File: src/inc/asrf_map.svh
// Constants for the SAR result formatter: timing counts, field positions, reset values
`ifndef ASRF_MAP_SVH
`define ASRF_MAP_SVH

// ****************************************
// Resolution timing (converter clock cycles)
// ****************************************
`define ASRF_RES_CYC_8 4'd10
`define ASRF_RES_CYC_10 4'd12
`define ASRF_BITS_8 4'd8
`define ASRF_BITS_10 4'd10

// ****************************************
// Result word layout
// ****************************************
`define ASRF_SAR_MSB 9
`define ASRF_WORD_MSB 15
`define ASRF_LJ_LSB_10 6
`define ASRF_SAR_RST 10'h000
`define ASRF_WORD_RST 16'h0000

// ****************************************
// Result register file
// ****************************************
`define ASRF_NUM_RSLT 8
`define ASRF_IDX_W 3

`endif

File: src/inc/asrf_pkg.sv
// Types shared by the SAR result formatter
package asrf_pkg;
	// Read views of a result register
	typedef enum logic [1:0] {
		ASRF_VIEW_RJU = 2'h0,
		ASRF_VIEW_LJS = 2'h1,
		ASRF_VIEW_LJU = 2'h2
	} asrf_view_t;
	// Resolution sequencer states
	typedef enum logic [1:0] {
		ASRF_IDLE,
		ASRF_RESOLVE,
		ASRF_FINISH
	} asrf_state_t;
endpackage

File: src/rtl/asrf_core.sv
// SAR bit resolution, result capture and formatted result reads
// Notes on behaviour
// - Resolve one bit per step, MSB first.
// - Start with MSB set, lower bits clear.
// - First decision keeps or clears the MSB.
// - Trial each lower bit; stop at 8/10.
// - Copy finished SAR into assigned result slot.
// - Three read views chosen by address.
// - Right view puts data in low bits.
// - Right view upper bits read zero.
// - Left views put data in top bits.
// - Left views lower bits read zero.
// - Signed view: bit 15 clear above mid-scale.
// - Mid-scale reference is the signed zero.
// - Resolution takes 10 or 12 clocks.
`timescale 1ns/1ps
`include "asrf_map.svh"
module asrf_core (
	// Clock and reset
	input wire logic mclk,
	input wire logic srst,
	// Conversion control
	input wire logic res_start,
	input wire logic res_10bit,
	input wire logic [2:0] res_slot,
	// Comparator
	input wire logic cmp_pass,
	output logic trial_ff,
	output logic [9:0] sar_ff,
	// Completion
	output logic done_ff,
	output logic busy_ff,
	// Result read port
	input wire logic rd_en,
	input wire logic [2:0] rd_idx,
	input wire asrf_pkg::asrf_view_t rd_view,
	output logic [15:0] rd_data_ff
);
	import asrf_pkg::*;

	// ****************************************
	// Sequencer state
	// ****************************************
	asrf_state_t state_ff; // Current state
	asrf_state_t nxt_state; // Next state
	logic [3:0] cyc_ff; // Cycles spent in resolution
	logic [3:0] bit_ff; // Bit under trial
	logic mode10_ff; // Latched resolution
	logic [2:0] slot_ff; // Latched destination slot
	logic [9:0] rslt_ff [`ASRF_NUM_RSLT]; // Result registers
	logic [`ASRF_NUM_RSLT-1:0] rmode_ff; // Result resolution per slot

	// ****************************************
	// Decode
	// ****************************************
	wire [3:0] nbits; // Bits to resolve
	wire [3:0] ncyc; // Resolution period length
	wire [3:0] top_bit; // MSB position in SAR
	wire deciding; // A trial bit is being decided
	wire last_cyc; // Final cycle of the period
	wire [9:0] trial_mask; // One-hot trial bit
	wire [9:0] next_mask; // One-hot of following bit
	wire [9:0] sar_decided; // SAR after this decision
	wire [15:0] view_word; // Formatted read word
	assign nbits = mode10_ff ? `ASRF_BITS_10 : `ASRF_BITS_8;
	assign ncyc = mode10_ff ? `ASRF_RES_CYC_10 : `ASRF_RES_CYC_8;
	assign top_bit = res_10bit ? 4'd9 : 4'd7;
	assign deciding = (state_ff == ASRF_RESOLVE) && (cyc_ff < nbits);
	assign last_cyc = (cyc_ff == ncyc - 4'd1);
	assign trial_mask = 10'h001 << bit_ff;
	assign next_mask = (bit_ff == 4'd0) ? 10'h000 : (10'h001 << (bit_ff - 4'd1));
	// Keep trial bit if passing, set the next trial bit
	assign sar_decided = (cmp_pass ? sar_ff : (sar_ff & ~trial_mask)) | next_mask;

	// State transitions
	always_comb begin
		case (state_ff)
			ASRF_IDLE: nxt_state = res_start ? ASRF_RESOLVE : ASRF_IDLE;
			ASRF_RESOLVE: nxt_state = last_cyc ? ASRF_FINISH : ASRF_RESOLVE;
			ASRF_FINISH: nxt_state = ASRF_IDLE;
			default: nxt_state = ASRF_IDLE;
		endcase
	end

	// ****************************************
	// Sequencer registers
	// ****************************************
	always_ff @(posedge mclk) begin
		if (srst) begin
			state_ff <= ASRF_IDLE;
		end else begin
			state_ff <= nxt_state;
		end
	end

	// Cycle counter and trial bit
	always_ff @(posedge mclk) begin
		if (srst) begin
			cyc_ff <= 4'd0;
			bit_ff <= 4'd0;
			mode10_ff <= 1'b0;
			slot_ff <= 3'h0;
		end else if (state_ff == ASRF_IDLE && res_start) begin
			cyc_ff <= 4'd0;
			bit_ff <= top_bit;
			mode10_ff <= res_10bit;
			slot_ff <= res_slot;
		end else if (state_ff == ASRF_RESOLVE) begin
			cyc_ff <= cyc_ff + 4'd1;
			if (deciding && bit_ff != 4'd0) begin
				bit_ff <= bit_ff - 4'd1;
			end
		end
	end

	// Approximation register
	always_ff @(posedge mclk) begin
		if (srst) begin
			sar_ff <= `ASRF_SAR_RST;
		end else if (state_ff == ASRF_IDLE && res_start) begin
			sar_ff <= 10'h001 << top_bit;
		end else if (deciding) begin
			sar_ff <= sar_decided;
		end
	end

	// Comparator trial strobe and status
	always_ff @(posedge mclk) begin
		if (srst) begin
			trial_ff <= 1'b0;
			busy_ff <= 1'b0;
			done_ff <= 1'b0;
		end else begin
			trial_ff <= (nxt_state == ASRF_RESOLVE) && !(deciding && bit_ff == 4'd0)
				&& !(state_ff == ASRF_RESOLVE && cyc_ff >= nbits);
			busy_ff <= (nxt_state != ASRF_IDLE);
			done_ff <= (state_ff == ASRF_FINISH);
		end
	end

	// ****************************************
	// Result registers
	// ****************************************
	genvar gi;
	generate
		for (gi = 0; gi < `ASRF_NUM_RSLT; gi = gi + 1) begin : g_rslt
			always_ff @(posedge mclk) begin
				if (srst) begin
					rslt_ff[gi] <= `ASRF_SAR_RST;
					rmode_ff[gi] <= 1'b0;
				end else if (state_ff == ASRF_FINISH && slot_ff == 3'(gi)) begin
					rslt_ff[gi] <= sar_ff;
					rmode_ff[gi] <= mode10_ff;
				end
			end
		end
	endgenerate

	// ****************************************
	// Result read
	// ****************************************
	asrf_view u_view (
		.res(rslt_ff[rd_idx]),
		.res_10bit(rmode_ff[rd_idx]),
		.view(rd_view),
		.word(view_word)
	);

	// Registered read data
	always_ff @(posedge mclk) begin
		if (srst) begin
			rd_data_ff <= `ASRF_WORD_RST;
		end else if (rd_en) begin
			rd_data_ff <= view_word;
		end
	end

	// Selected result as seen by the read port
	wire [9:0] sel_res; // Stored value under read
	wire sel_10; // Its resolution
	wire sel_top; // Its most significant result bit
	logic [3:0] res_len_ff; // Resolve cycles counted by the checker
	assign sel_res = rslt_ff[rd_idx];
	assign sel_10 = rmode_ff[rd_idx];
	assign sel_top = sel_10 ? sel_res[9] : sel_res[7];

	// Checker count of resolve cycles, restarted between conversions
	always_ff @(posedge mclk) begin
		if (srst) begin
			res_len_ff <= 4'd0;
		end else if (state_ff == ASRF_IDLE) begin
			res_len_ff <= 4'd0; // Cleared while idle
		end else if (state_ff == ASRF_RESOLVE) begin
			res_len_ff <= res_len_ff + 4'd1; // One more resolve cycle
		end
	end
endmodule // asrf_core

File: src/rtl/asrf_view.sv
// Result word formatter for the three read views
`timescale 1ns/1ps
`include "asrf_map.svh"
module asrf_view (
	// Stored result
	input wire logic [9:0] res,
	input wire logic res_10bit,
	// View selection
	input wire asrf_pkg::asrf_view_t view,
	// Formatted word
	output logic [15:0] word
);
	import asrf_pkg::*;

	// ****************************************
	// Justification
	// ****************************************
	wire [15:0] rj_word; // Unsigned right-justified
	wire [15:0] lju_word; // Unsigned left-justified
	wire [15:0] ljs_word; // Signed left-justified
	// 8-bit results sit in res[7:0]; upper bits zero
	assign rj_word = res_10bit ? {6'h00, res} : {8'h00, res[7:0]};
	assign lju_word = res_10bit ? {res, 6'h00} : {res[7:0], 8'h00};
	// Mid-scale is zero: flip the top bit only
	assign ljs_word = {~lju_word[15], lju_word[14:0]};

	// Address-selected view
	assign word = (view == ASRF_VIEW_RJU) ? rj_word :
		(view == ASRF_VIEW_LJS) ? ljs_word : lju_word;
endmodule // asrf_view

File: config.mk
export PLATFORM = sky130hd
export DESIGN_NAME = asrf_core
export DESIGN_NICKNAME = d
export VERILOG_FILES = /design/src/inc/asrf_pkg.sv /design/src/rtl/asrf_core.sv /design/src/rtl/asrf_view.sv
export VERILOG_INCLUDE_DIRS = /design/src /design/src/inc
export SDC_FILE = /design/constraint.sdc
export NUM_CORES = 1
export LEC_CHECK = 0
export BUFFER_PORTS_ARGS = -buffer_cell sky130_fd_sc_hd__buf_2
export CORE_ASPECT_RATIO = 0.5
export CORE_MARGIN = 8
export CORE_UTILIZATION = 30
export DETAILED_ROUTE_END_ITERATION = 7
export PLACE_DENSITY = 0.45
export SYNTH_ARGS = -nofsm -noshare
export SYNTH_HDL_FRONTEND = slang
export SYNTH_SLANG_ARGS = --single-unit
File: constraint.sdc
create_clock -name mclk -period 2.15 [get_ports mclk]
set_input_delay 0.1075 -clock mclk [delete_from_list [all_inputs] [get_ports mclk]]
set_output_delay 0.1075 -clock mclk [all_outputs]
set_load 0.05 [all_outputs]
==> results of run 1 <==
state kept, by name (all words and copies together), names as in the netlist:
signal      flops
rslt_ff        80
rd_data_ff     16
rmode_ff        8
state_ff        2
slot_ff         3
mode10_ff       1
bit_ff          4
sar_ff         10
busy_ff         1
trial_ff        1
cyc_ff          4
done_ff         1
synth_stat cells (2+ instances only):
cell type	n
sky130_fd_sc_hd__and2_1	82
sky130_fd_sc_hd__edfxtp_1	80
sky130_fd_sc_hd__dfxtp_1	51
sky130_fd_sc_hd__nor2_1	33
sky130_fd_sc_hd__nand2_1	27
sky130_fd_sc_hd__a21oi_1	23
sky130_fd_sc_hd__clkbuf_1	20
sky130_fd_sc_hd__inv_1	13
sky130_fd_sc_hd__mux2i_1	13
sky130_fd_sc_hd__mux4_2	13
sky130_fd_sc_hd__nand3_1	13
sky130_fd_sc_hd__nor3_1	13
sky130_fd_sc_hd__mux4_1	9
sky130_fd_sc_hd__a22o_1	8
sky130_fd_sc_hd__nor2b_1	8
sky130_fd_sc_hd__o21ai_0	8
sky130_fd_sc_hd__ha_1	7
sky130_fd_sc_hd__nand2b_1	7
sky130_fd_sc_hd__o21bai_1	6
sky130_fd_sc_hd__a22oi_1	5
sky130_fd_sc_hd__nand4_1	5
sky130_fd_sc_hd__a32oi_1	4
sky130_fd_sc_hd__mux2_2	4
sky130_fd_sc_hd__o21ai_1	4
sky130_fd_sc_hd__or2_2	4
sky130_fd_sc_hd__or3_1	4
sky130_fd_sc_hd__a211oi_1	3
sky130_fd_sc_hd__buf_2	3
sky130_fd_sc_hd__xor2_1	3
sky130_fd_sc_hd__a221oi_1	2
sky130_fd_sc_hd__a2bb2o_1	2
sky130_fd_sc_hd__a31oi_1	2
sky130_fd_sc_hd__buf_6	2
sky130_fd_sc_hd__nand3b_1	2
sky130_fd_sc_hd__nand4b_1	2
cells in the final DEF, fill, tap and decap left out, types with 5 or more instances in the layout:
cell type                        n
sky130_fd_sc_hd__ha_1            7
sky130_fd_sc_hd__nand4_1         5
sky130_fd_sc_hd__clkbuf_16      17
sky130_fd_sc_hd__mux4_1          9
sky130_fd_sc_hd__clkinvlp_4      6
sky130_fd_sc_hd__buf_4          27
sky130_fd_sc_hd__a22oi_1         5
sky130_fd_sc_hd__and2_1         82
sky130_fd_sc_hd__nor2b_1         8
sky130_fd_sc_hd__nor3_1         13
sky130_fd_sc_hd__nand2_1        27
sky130_fd_sc_hd__o21bai_1        6
sky130_fd_sc_hd__mux2i_1        13
sky130_fd_sc_hd__inv_1          13
sky130_fd_sc_hd__o21ai_0         8
sky130_fd_sc_hd__a21oi_1        23
sky130_fd_sc_hd__nand2b_1        7
sky130_fd_sc_hd__a22o_1          8
sky130_fd_sc_hd__dlygate4sd3_1   5
sky130_fd_sc_hd__edfxtp_1       80
sky130_fd_sc_hd__mux4_2         13
sky130_fd_sc_hd__dfxtp_1        51
sky130_fd_sc_hd__nand3_1        13
sky130_fd_sc_hd__nor2_1         33
sky130_fd_sc_hd__buf_2          42
where the power goes:
part / switching [W] / internal, W / total (W)
clock: 0.00117 / 0.00160 / 0.00277
combinational: 0.000354 / 0.000212 / 0.000565
sequential: 0.0000702 / 0.00274 / 0.00281
total: 0.00159 / 0.00456 / 0.00615
worst reg2reg max path: cells and delay by family (launching register included):
kind                   cells  cell delay [ns]
AND/OR/NAND/NOR            2             0.15
flip-flops                 1             0.33
multiplexers               2             0.75
buffers and inverters      1             0.25
AO/OA/AOI/OAI              1             0.27
layout make-up:
| cell class | instances | area [µm²] | share of cell area |
|---|---|---|---|
| clock buffer | 18 | 429 | 0.0589 |
| clock inverter | 14 | 133 | 0.0182 |
| inverter | 14 | 52.6 | 0.00721 |
| multi-input combinational | 326 | 2430 | 0.334 |
| sequential | 131 | 3420 | 0.470 |
| tap | 266 | 333 | 0.0457 |
| timing repair buffer | 75 | 483 | 0.0663 |
stage by stage:
| step | cells | worst slack, ns |
|---|---|---|
| after floorplan | 499 | 0.268 |
| after global placement | 807 | 0.226 |
| after detailed placement | 807 | 0.265 |
| after CTS | 844 | 0.268 |
| after global routing | 844 | 0.0609 |
| final | 844 | 0.266 |
timing repair:
item                                    in CTS  in global routing
hold buffers                                 5                  0
gates resized for setup                      0                  1
hold endpoints to repair                     5                  0
endpoints found under the setup margin       0                  1
kinds of logic after synthesis:
family                   share of synthesized area
AND/OR/NAND/NOR                              0.180
AO/OA/AOI/OAI                               0.0809
XOR/XNOR                                   0.00579
flip-flops                                   0.566
multiplexers                                 0.120
buffers and inverters                       0.0325
adder cells (fa/ha/maj)                     0.0145
layer usage:
metal | part of all wire | global-route usage | vias up
li1 | - | - | 1955
met1 | 0.51 | 0.172 | 1908
met2 | 0.44 | 0.189 | 65
met3 | 0.042 | 0.0323 | 9
met4 | 0.0081 | 0.0377 | 0
met5 | 0 | 0 | -
how the worst max path moves through the flow:
stage,from,to,depth (start not counted)
CTS,rmode_ff[5],rd_data_ff[6],6
global placement,rd_idx[0],rd_data_ff[6],7
floorplan,state_ff[1],rmode_ff[2],5
detailed placement,rd_idx[0],rd_data_ff[6],7
global route,bit_ff[0],bit_ff[2],7
finish,rmode_ff[5],rd_data_ff[6],6
==> results.md, run 1 <==
Logic synthesis:
- The Yosys step of the flow raised 0 warnings.
- Of the post-synthesis cell area, the dominant cell type holds 0.397.
- After synthesis the netlist holds a flip-flop and latch count of 131.
- The number of nets in the synthesized netlist is 520.
- The cell area after synthesis is 6050 µm².
- The share of the Yosys chip area taken by registers is 0.566.
- The cell count after synthesis is 499.
- The number of distinct library cells after synthesis is 49.
- The number of enable flip-flop cells after synthesis is 80.
- In the synthesized netlist the dominant register cell turns out to be sky130_fd_sc_hd__edfxtp_1.
- The largest area contributor in the synthesized netlist is sky130_fd_sc_hd__edfxtp_1.
- The fraction of registers with async set or reset after synthesis is 0.
- Sorting the synthesized cells by area gives the leading types as sky130_fd_sc_hd__edfxtp_1 40%, sky130_fd_sc_hd__dfxtp_1 17%, sky130_fd_sc_hd__and2_1 8.5%.
- The mean cell area of the mapped netlist is 12.1 µm².

Routing:
- Before antenna repair, the detailed router went through 4 iterations.
- The final layout contains routed wiring with a total length of 15100 µm.
- The count of nets left with antenna violations once routing finished came out at 0.
- The count of unresolved DRC violations after routing is 0.
- In the final routed layout, each cell accounts on average for 17.9 µm.
- The via count of the routed design is 3937.
- The post-detailed-route via-to-cell ratio is 4.66.
- The iteration-0 DRC count of the detailed router is 300.

Cells and area:
- The relative area change from synthesis to final layout is 20.5%.
- For this run, the post-layout net count is 586.
- The cell area after layout is 7290 µm².
- At the end of the flow the core is filled with cells to 0.372.
- In the final layout, the share of cells above drive strength 1 is 0.218.
- The repair_antennas step left the layout with diodes totalling 0.
- Fill cells in the final layout number 1926.

CTS:
- No sink is reached through more buffers than the 2 on the longest clock path.
- For this design, the sink count on the clock tree is 131.
- The number of clock buffers added by TritonCTS is 17.
- The clock latency at the later pin of the worst-skew pair is 0.42 ns.
- The cell sitting at the root of the clock tree is a sky130_fd_sc_hd__clkbuf_16.
- The TritonCTS clock tree is done.
- The deepest level of the CTS H-tree is 4.
- After clock tree synthesis, the setup repair step added 0 buffers.
- The clock-pin slew on the worst setup and hold paths is 0.06 ns.

Job:
- Across the run, the number of max-cap violations was 0.

Floorplanning:
- The number of top-level pins is 43.
- The initial cell density of the core is 0.309.
- The number of core rows is 36.
- The width of the die is 217 µm.
- The die is 116 µm tall.
- The area of the core region is 19600 µm².
- The floorplan step defined a die boundary enclosing 25200 µm².

Placement:
- The placed instances occupy a cell area of 6670 µm².
- The number of port buffers is 42.
- The placer congestion estimate is 0.734.
- The half-perimeter wire length after detailed placement is 10300 µm.

STA:
- The final max-slew violation count was 0.
- The final-layout setup total negative slack is 0 ns.
- Across all hold checks on the routed design, the worst slack comes to 0.0784 ns.
- The shortest period the worst path allows is 1.88 ns.
- For this run, the top clock speed supported by timing is 531 MHz.
- The largest clock skew in the final design is 0.00875 ns.
- For the pin with the worst max-slew slack, the measured transition is 0.654 ns.
- Setup repair after global routing left no endpoint under its margin.
- Of the available clock period, the critical path in the final layout requires 0.876.
- Measured against its own limit, the worst slew margin works out to 0.563.
- Setup violations remaining at the end of the flow were counted as 0.
- The final count of hold timing violations came to 0.

Global routing:
- The number of antenna violations at the first check in global routing was 0.
- Entering global routing, the biggest net connects 29 pins.
- The first global-routing pass estimated 23700 µm of wire.
- For this run, the total global-route usage over all layers was measured as 0.124.
- The via count of the first global-routing pass is 3987.
- The total overflow left after global routing is 0.

Worst setup path:
- The data arrival time of the worst path is 2.16 ns.
- The worst path buffer plus inverter count is 1.
- Among the stages of the critical path, the cell type that occurs most often is sky130_fd_sc_hd__nor2_1.
- On the critical path, the stage with the largest delay is an instance of sky130_fd_sc_hd__mux4_1.
- The startpoint identified for the worst register-to-register timing path is rmode_ff[5].
- The worst setup path is captured at a flop.
- The largest single stage delay on the critical path is 0.53 ns.
- The count of cells along the worst register-to-register path is 6.
- Along the worst path, the maximum fanout reaches 12.
- The critical path is of the reg2reg type.
- Walking the worst path, the cells encountered are mux4_1, mux2i_4, buf_4, nor2_1, a221oi_1, nor2_1.
- The setup slack of the worst register-to-register path is 0.27 ns.
- In this run the critical register-to-register path is captured at rd_data_ff[6].
- The worst setup path is launched from a flop.
- The cell class contributing the biggest share of worst-path delay is multiplexers.
- The required time at the worst-slack endpoint is 2.43 ns.

Pwr:
- The leakage power summed over all cells is 2.83 nW.
- The cell area power density is 844 nW/µm².
- Overall power consumption after layout is estimated at 0.00615 W.
- The peak supply drop is 361 µV.

Worst hold path:
- The launch point of the worst hold path is rd_view[1].
- The worst hold path terminates at rd_data_ff[15].
- The number of cells traversed by the worst hold path is 3.
- The classification of the worst-slack hold path is in2reg.

Outcome:
- The flow ran to the end, and the final reports show no timing, DRC or antenna violations.
Note: power is estimated with default switching activity, not from simulation.
==> run 2: changes to the inputs <==
--- a/config.mk
+++ b/config.mk
@@ -11,7 +11,8 @@
 export CORE_MARGIN = 8
 export CORE_UTILIZATION = 30
 export DETAILED_ROUTE_END_ITERATION = 7
-export PLACE_DENSITY = 0.45
+export PLACE_DENSITY = 0.47
+export SETUP_SLACK_MARGIN = 0.5
 export SYNTH_ARGS = -nofsm -noshare
 export SYNTH_HDL_FRONTEND = slang
 export SYNTH_SLANG_ARGS = --single-unit
==> constraint.sdc (replaced) <==
create_clock -name mclk -period 1.7 [get_ports mclk]
set_input_delay 0.085 -clock mclk [delete_from_list [all_inputs] [get_ports mclk]]
set_output_delay 0.085 -clock mclk [all_outputs]
set_load 0.05 [all_outputs]
==> run 2 against run 1 <==
- the flow now finishes with violations (negative setup slack)
- clock-buffer cell count down 1
- clock skew up 0.0028 ns
- routed wire length up 16%
- maximum frequency up 9.1%
- utilization up 9.2 points
- non-clock buffer count up 63
- clock power up 35%
- critical path type unchanged
- highest routed layer unchanged
==> results.md, run 2 (synthesis gave the netlist of run 1 again) <==
Floorplanning:
- The number of core rows is 36 (unchanged).
- The width of the die is 217 µm (unchanged).
- The area of the core region is 19600 µm² (unchanged).
- The vertical extent of the die is 116 µm (unchanged).
- The die area is 25200 µm² (unchanged).
- The initial cell density of the core is 0.309 (unchanged).
- The number of top-level pins is 43 (unchanged).

Pwr:
- The peak supply drop is 443 µV (+23%).
- The cell area power density is 932 nW/µm² (+10%).
- The leakage power summed over all cells is 3.49 nW (+24%).

Cells and area:
- The share of final-layout standard cells stronger than drive strength 1 was 0.613 (+0.395).
- The number of nets in the finished design is 651 (+11%).
- In the layout the commonest cells are 80 x sky130_fd_sc_hd__edfxtp_1, 76 x sky130_fd_sc_hd__and2_4, 47 x sky130_fd_sc_hd__buf_4, 38 x sky130_fd_sc_hd__buf_6, 32 x sky130_fd_sc_hd__buf_2.
- The final design utilization is 0.463 (+0.0916).
- The relative area change from synthesis to final layout is 50.2%.
- The number of diodes added for antenna fixing is 0 (unchanged).
- The number of flip-flops in the largest register was 80 (unchanged).
- Leaving out fill and tap cells, the most frequent cell in the layout is sky130_fd_sc_hd__edfxtp_1.
- The filler cell count in the final layout is 1784 (-7.4%).
- In the final layout, the registers with the most flip-flops are rslt_ff x80, rd_data_ff x16, sar_ff x10.
- Ranked by flip-flop count, first place goes to rslt_ff.

Job:
- The number of max-cap violations is 0 (unchanged).

CTS:
- The maximum buffer depth of the clock tree is 2 (unchanged).
- The clock-pin slew on the worst setup and hold paths came to 0.06 ns (about the same).
- The clock latency at the later pin of the worst-skew pair is 0.42 ns (about the same).
- The tree is rooted in a sky130_fd_sc_hd__clkbuf_16.
- TritonCTS built the clock tree.
- The clock sink total is 131 (unchanged).
- The number of clock buffers inserted by TritonCTS is 17 (unchanged).
- The deepest level of the CTS H-tree is 4 (unchanged).

Routing:
- The final routed wire length divided by cell count came to 19.3 µm (+7.8%).
- The count of unresolved DRC violations after routing is 0 (unchanged).
- The number of nets with antenna violations after detailed routing was 0 (unchanged).
- The via count of the routed design was 4371 (+11%).
- The total routed wirelength was 17500 µm (+16%).
- The iteration-0 DRC count of the detailed router is 208 (-31%).
- The post-detailed-route via-to-cell ratio is 4.81 (+3.1%).
- The count of TritonRoute iterations in the first routing pass was 5 (+1).

STA:
- The final count of hold timing violations is 0 (unchanged).
- The final max-slew violation count came to 0 (unchanged).
- The worst slew margin relative to its limit came to 0.608 (+0.0457).
- Setup repair after global routing could not meet its margin everywhere.
- The timing-limited maximum frequency was 579 MHz (+9.1%).
- The slew of the pin with the lowest slew margin is 0.583 ns (-0.0714 ns).
- The largest clock skew in the final design is 0.0116 ns (+0.00285 ns).
- The final cycle utilization of the critical path is 1.02 (+0.140).
- The final number of setup-violating endpoints came to 1 (+1).
- The shortest period the worst path allows was 1.73 ns (-0.157 ns).
- The final worst slack was -0.0272 ns (-0.293 ns).

Global routing:
- The number of antenna violations at the first check in global routing is 0 (unchanged).
- The total global routing overflow came to 0 (unchanged).
- The via count of the first global-routing pass came to 4474 (+12%).
- The total track usage came to 0.137 (+0.0136).
- The wire length of the first global-routing pass is 26200 µm (+11%).
- The pin count of the biggest net entering global routing is 25 (-14%).

Worst setup path:
- The signal on the critical path passes through mux4_2, mux2i_4, mux2i_1, mux2i_1, a211oi_1.
- The required time at the worst-slack endpoint is 2.00 ns (-0.43 ns).
- The top fanout value on the critical path is 2 (-10).
- The cell type with the highest occurrence count on the critical path is sky130_fd_sc_hd__mux2i_1.
- The startpoint type of the worst setup path is a flop.
- The peak per-stage delay on the critical path is 0.50 ns (-0.03 ns).
- The slowest stage of the critical path belongs to the cell sky130_fd_sc_hd__mux4_2.
- The worst setup path is captured at a flop.
- The data arrival time of the worst path is 2.03 ns (-0.13 ns).
- The critical path is of the reg2reg type.

Outcome:
- The final reports fail on negative setup slack.
- The flow ran to the end, but the final reports show violations.

Placement:
- The worst slack at placement is -0.0968 ns (-0.362 ns).
- The number of port buffers came to 42 (unchanged).
- The placer congestion estimate is 0.780 (+6.3%).
- The half-perimeter wire length after detailed placement was 10600 µm (+2.7%).

Worst hold path:
- The path class of the tightest hold or removal check is in2reg.
## run 2: cell count changes in the layout (fill, tap and decap cells not counted), sizes merged
| cell | change |
|---|---|
| inv | +5 |
| bufinv | +1 |
| a41o | +1 |
| clkinv | -1 |
| dlygate4sd3 | +1 |
| clkinvlp | -3 |
| buf | +61 |
## run 2: final timing paths
path,from,end,slack (ns),depth (start not counted)
hold / removal,rd_view[1],rd_data_ff[15],0.06,3
hold reg to reg,rmode_ff[7],rmode_ff[7],0.46,2
setup / recovery,rmode_ff[5],rd_data_ff[15],-0.03,5
setup reg to reg,rmode_ff[5],rd_data_ff[15],-0.03,5
## run 2: layer usage
| layer | vias to the layer above | wire (µm) | GRT usage |
|---|---|---|---|
| met5 | - | 0 | 0 |
| met4 | 0 | 245 | 0.0417 |
| met3 | 20 | 537 | 0.0300 |
| met2 | 69 | 8360 | 0.232 |
| met1 | 2186 | 8400 | 0.177 |
| li1 | 2096 | - | - |
## run 2: critical path, delay by kind of cell, from the launching register on
| family | cells | cell delay (ns) |
|---|---|---|
| AO/OA/AOI/OAI | 1 | 0.08 |
| multiplexers | 4 | 1.23 |
| flip-flops | 1 | 0.31 |
## run 2: metrics by stage
step / hold WS [ns] / instance area, µm² / std cells / total power [W] / TNS, ns
floorplan: 0.185 / 6330 / 499 / 0.00419 / 0
global placement: 0.336 / 7010 / 816 / 0.00445 / -0.318
detailed placement: 0.339 / 7010 / 816 / 0.00446 / -0.346
CTS: 0.0525 / 8450 / 891 / 0.00840 / -0.0320
global route: 0.0687 / 9080 / 909 / 0.00878 / -0.402
finish: 0.0618 / 9080 / 909 / 0.00846 / -0.0272
## run 2: power by group
part | switching [W] | internal (W)
Clock | 0.00154 | 0.00220
Combinational | 0.000637 | 0.000532
Sequential | 0.0000882 | 0.00346
## run 2: area by class of cell
cell class	instances	area, µm²	area share
Sequential cell	131	3490	0.384
Multi-Input combinational cell	327	3290	0.363
Timing Repair Buffer	138	1300	0.144
Clock buffer	17	425	0.0468
Tap cell	266	333	0.0366
Clock inverter	15	168	0.0185
Inverter	14	65.1	0.00716
Timing Repair inverter	1	7.51	0.000827
## run 2: repair_timing
item                       CTS  global route
pin swaps                   51            44
resized for setup          140           134
hold endpoints to repair     6             0
setup endpoints to repair  211           211
buffers inserted            32            13
hold buffers                 6             0
cloned                       5             5
==> run 3: changes to the inputs <==
--- a/config.mk
+++ b/config.mk
@@ -11,8 +11,9 @@
 export CORE_MARGIN = 8
 export CORE_UTILIZATION = 30
 export DETAILED_ROUTE_END_ITERATION = 7
-export PLACE_DENSITY = 0.47
+export PLACE_DENSITY = 0.5
 export SETUP_SLACK_MARGIN = 0.5
+export SLEW_MARGIN = 20
 export SYNTH_ARGS = -nofsm -noshare
 export SYNTH_HDL_FRONTEND = slang
 export SYNTH_SLANG_ARGS = --single-unit
==> run 3 against run 2 <==
- the run still ends with negative setup slack left
- utilization shrank 0.59 points
- global-route usage is essentially flat
- via count grew 0.69%
- hold slack lost 0.046 ns
- clock-buffer cell count is the same
- die area is the same
- combinational power is essentially flat
- flip-flop and latch count is the same
- final area shrank 1.3%
- register-to-register slack lost 0.04 ns
- first-iteration DRC count grew 31%
- sequential power is essentially flat
==> results.md, run 3 (synthesis gave the netlist of run 1 again) <==
Global routing:
- The number of antenna violations at the first check in global routing is 0 (unchanged).
- The pin count of the biggest net entering global routing was 23 (-8.0%).
- The via count of the first global-routing pass is 4520 (+1.0%).
- The total track usage is 0.137 (-0.000197).
- The total global routing overflow was 0 (unchanged).
- The wire length of the first global-routing pass came to 26400 µm (+0.87%).

Worst setup path:
- The top fanout value on the critical path was 6 (+4).
- STA classifies the critical path endpoint as a flop.
- The data arrival time of the worst path is 2.05 ns (+0.02 ns).
- The worst setup path is of the reg2reg kind.
- The required time at the worst-slack endpoint is 1.98 ns (-0.02 ns).
- The startpoint type of the worst setup path is a flop.

Cells and area:
- The largest registers in the layout are rslt_ff x80, rd_data_ff x16, sar_ff x10.
- The register with the most flip-flops in the final layout is rslt_ff.
- The share of final-layout standard cells stronger than drive strength 1 is 0.542 (-0.0711).
- The final design utilization is 0.458 (-0.00588).
- The relative area change from synthesis to final layout is 48.3%.
- The most common cell after layout, fill and taps aside is sky130_fd_sc_hd__edfxtp_1.
- The number of diodes added for antenna fixing is 0 (unchanged).
- In the layout the commonest cells are 80 x sky130_fd_sc_hd__edfxtp_1, 54 x sky130_fd_sc_hd__buf_4, 47 x sky130_fd_sc_hd__and2_1, 35 x sky130_fd_sc_hd__and2_4, 34 x sky130_fd_sc_hd__buf_6.
- The number of nets in the finished design is 656 (+0.77%).
- The filler-free cell count of the finished design is 914 (+0.55%).
- The cell area after layout came to 8970 µm² (-1.3%).
- The number of flip-flops in the largest register was 80 (unchanged).
- The filler cell count in the final layout is 1751 (-1.8%).

STA:
- The final max-slew violation count was 0 (unchanged).
- The timing-limited maximum frequency came to 566 MHz (-2.3%).
- The final count of hold timing violations is 0 (unchanged).
- The largest clock skew in the final design is 0.00855 ns (-0.00305 ns).
- The final cycle utilization of the critical path came to 1.04 (+0.0234).
- The worst hold slack is 0.0154 ns (-0.0463 ns).
- The final worst slack came to -0.0669 ns (-0.0398 ns).
- The slew of the pin with the lowest slew margin was 0.684 ns (+0.101 ns).
- Setup repair after global routing could not meet its margin everywhere.
- The worst slew margin relative to its limit was 0.541 (-0.0676).
- The final number of setup-violating endpoints is 50 (+49).
- The shortest period the worst path allows is 1.77 ns (+0.0398 ns).

Routing:
- The iteration-0 DRC count of the detailed router is 272 (+31%).
- The number of nets with antenna violations after detailed routing is 0 (unchanged).
- The final routed wire length divided by cell count came to 18.9 µm (-2.3%).
- The post-detailed-route via-to-cell ratio is 4.82 (+0.14%).
- The via count of the routed design came to 4401 (+0.69%).
- The count of TritonRoute iterations in the first routing pass is 4 (-1).
- The count of unresolved DRC violations after routing came to 0 (unchanged).
- The total routed wirelength is 17200 µm (-1.8%).

Floorplanning:
- The die area was 25200 µm² (unchanged).
- The number of top-level pins came to 43 (unchanged).
- The width of the die was 217 µm (unchanged).
- The vertical extent of the die is 116 µm (unchanged).
- The initial cell density of the core came to 0.309 (unchanged).
- The area of the core region is 19600 µm² (unchanged).
- The number of core rows is 36 (unchanged).

Placement:
- The cell count after placement is 815 (-0.12%).
- The number of port buffers is 42 (unchanged).
- The placer congestion estimate came to 0.786 (+0.76%).
- The cell area reported after detailed placement is 7060 µm² (+0.61%).
- The half-perimeter wire length after detailed placement is 10600 µm (-0.32%).

CTS:
- The clock latency at the later pin of the worst-skew pair is 0.41 ns (about the same).
- The number of clock buffers inserted by TritonCTS is 17 (unchanged).
- The TritonCTS clock tree is done.
- The deepest level of the CTS H-tree is 4 (unchanged).
- The clock-pin slew on the worst setup and hold paths is 0.06 ns (about the same).
- The maximum buffer depth of the clock tree was 2 (unchanged).
- The root cell of the clock tree is sky130_fd_sc_hd__clkbuf_16.
- The clock sink total is 131 (unchanged).

Pwr:
- The cell area power density is 926 nW/µm² (-0.59%).
- The leakage power summed over all cells is 3.43 nW (-1.7%).
- The peak supply drop was 525 µV (+19%).

Outcome:
- The checks that failed: negative setup slack.
- The run finished, with violations left.

Job:
- The number of max-cap violations came to 0 (unchanged).

Worst hold path:
- The classification of the worst-slack hold path is in2reg.
## run 3: cell count changes in the layout (fill, tap and decap cells not counted), sizes merged
cell,previous run,this run
buf,131,136
bufinv,2,1
clkbuf,18,19
clkinv,3,4
clkinvlp,3,4
dlygate4sd3,6,5
inv,22,21
## run 3: through the flow
stage / setup slack [ns] / setup TNS (ns) / power (W)
after global routing: -0.147 / -4.82 / 0.00860
after detailed placement: -0.0920 / -0.304 / 0.00446
after CTS: -0.0317 / -0.0589 / 0.00824
after floorplan: 0.0895 / 0 / 0.00419
after global placement: -0.0821 / -0.214 / 0.00445
final: -0.0669 / -1.25 / 0.00830
## run 3: worst paths after layout
path | start | endpoint | slack (ns) | depth (start not counted)
max reg2reg | state_ff[1] | rslt_ff[4][4] | -0.07 | 8
max | state_ff[1] | rslt_ff[4][4] | -0.07 | 8
min | rd_en | rd_data_ff[15] | 0.02 | 3
min reg2reg | rmode_ff[1] | rmode_ff[1] | 0.45 | 2
## run 3: area by class of cell
class,instances,area [µm²],share of cell area
clock inverter,15,146,0.0163
inverter,14,67.6,0.00754
multi-input combinational,327,3130,0.349
clock buffer,17,425,0.0474
timing repair inverter,1,7.51,0.000837
sequential,131,3480,0.388
tap,266,333,0.0371
timing repair buffer,143,1380,0.154
## run 3: where the power goes
group          total (W)  internal (W)  switching, W
sequential       0.00356       0.00346     0.0000924
combinational    0.00116      0.000542      0.000623
clock            0.00358       0.00205       0.00153
total            0.00830       0.00606       0.00225
## run 3: layer usage
layer / global-route usage / up-vias / routed length [µm]
li1: - / 2103 / -
met5: 0 / - / 0
met4: 0.0435 / 0 / 257
met1: 0.174 / 2203 / 7880
met2: 0.232 / 74 / 8400
met3: 0.0328 / 21 / 705
## run 3: critical path: stages, from the launching register on
cell and delay, ns:
sky130_fd_sc_hd__dfxtp_4 0.37, sky130_fd_sc_hd__nor2b_4 0.17, sky130_fd_sc_hd__buf_6 0.11, sky130_fd_sc_hd__buf_6 0.10
sky130_fd_sc_hd__nand2_4 0.05, sky130_fd_sc_hd__or2_4 0.28, sky130_fd_sc_hd__nor3_4 0.25, sky130_fd_sc_hd__buf_6 0.17
sky130_fd_sc_hd__and2_1 0.13
## run 3: what timing repair did
item,in CTS,in global routing
pin swaps,44,38
buffers inserted,34,20
cloned,8,0
gates resized for setup,132,80
endpoints found under the hold margin,5,0
hold buffers,5,0
endpoints found under the setup margin,216,212
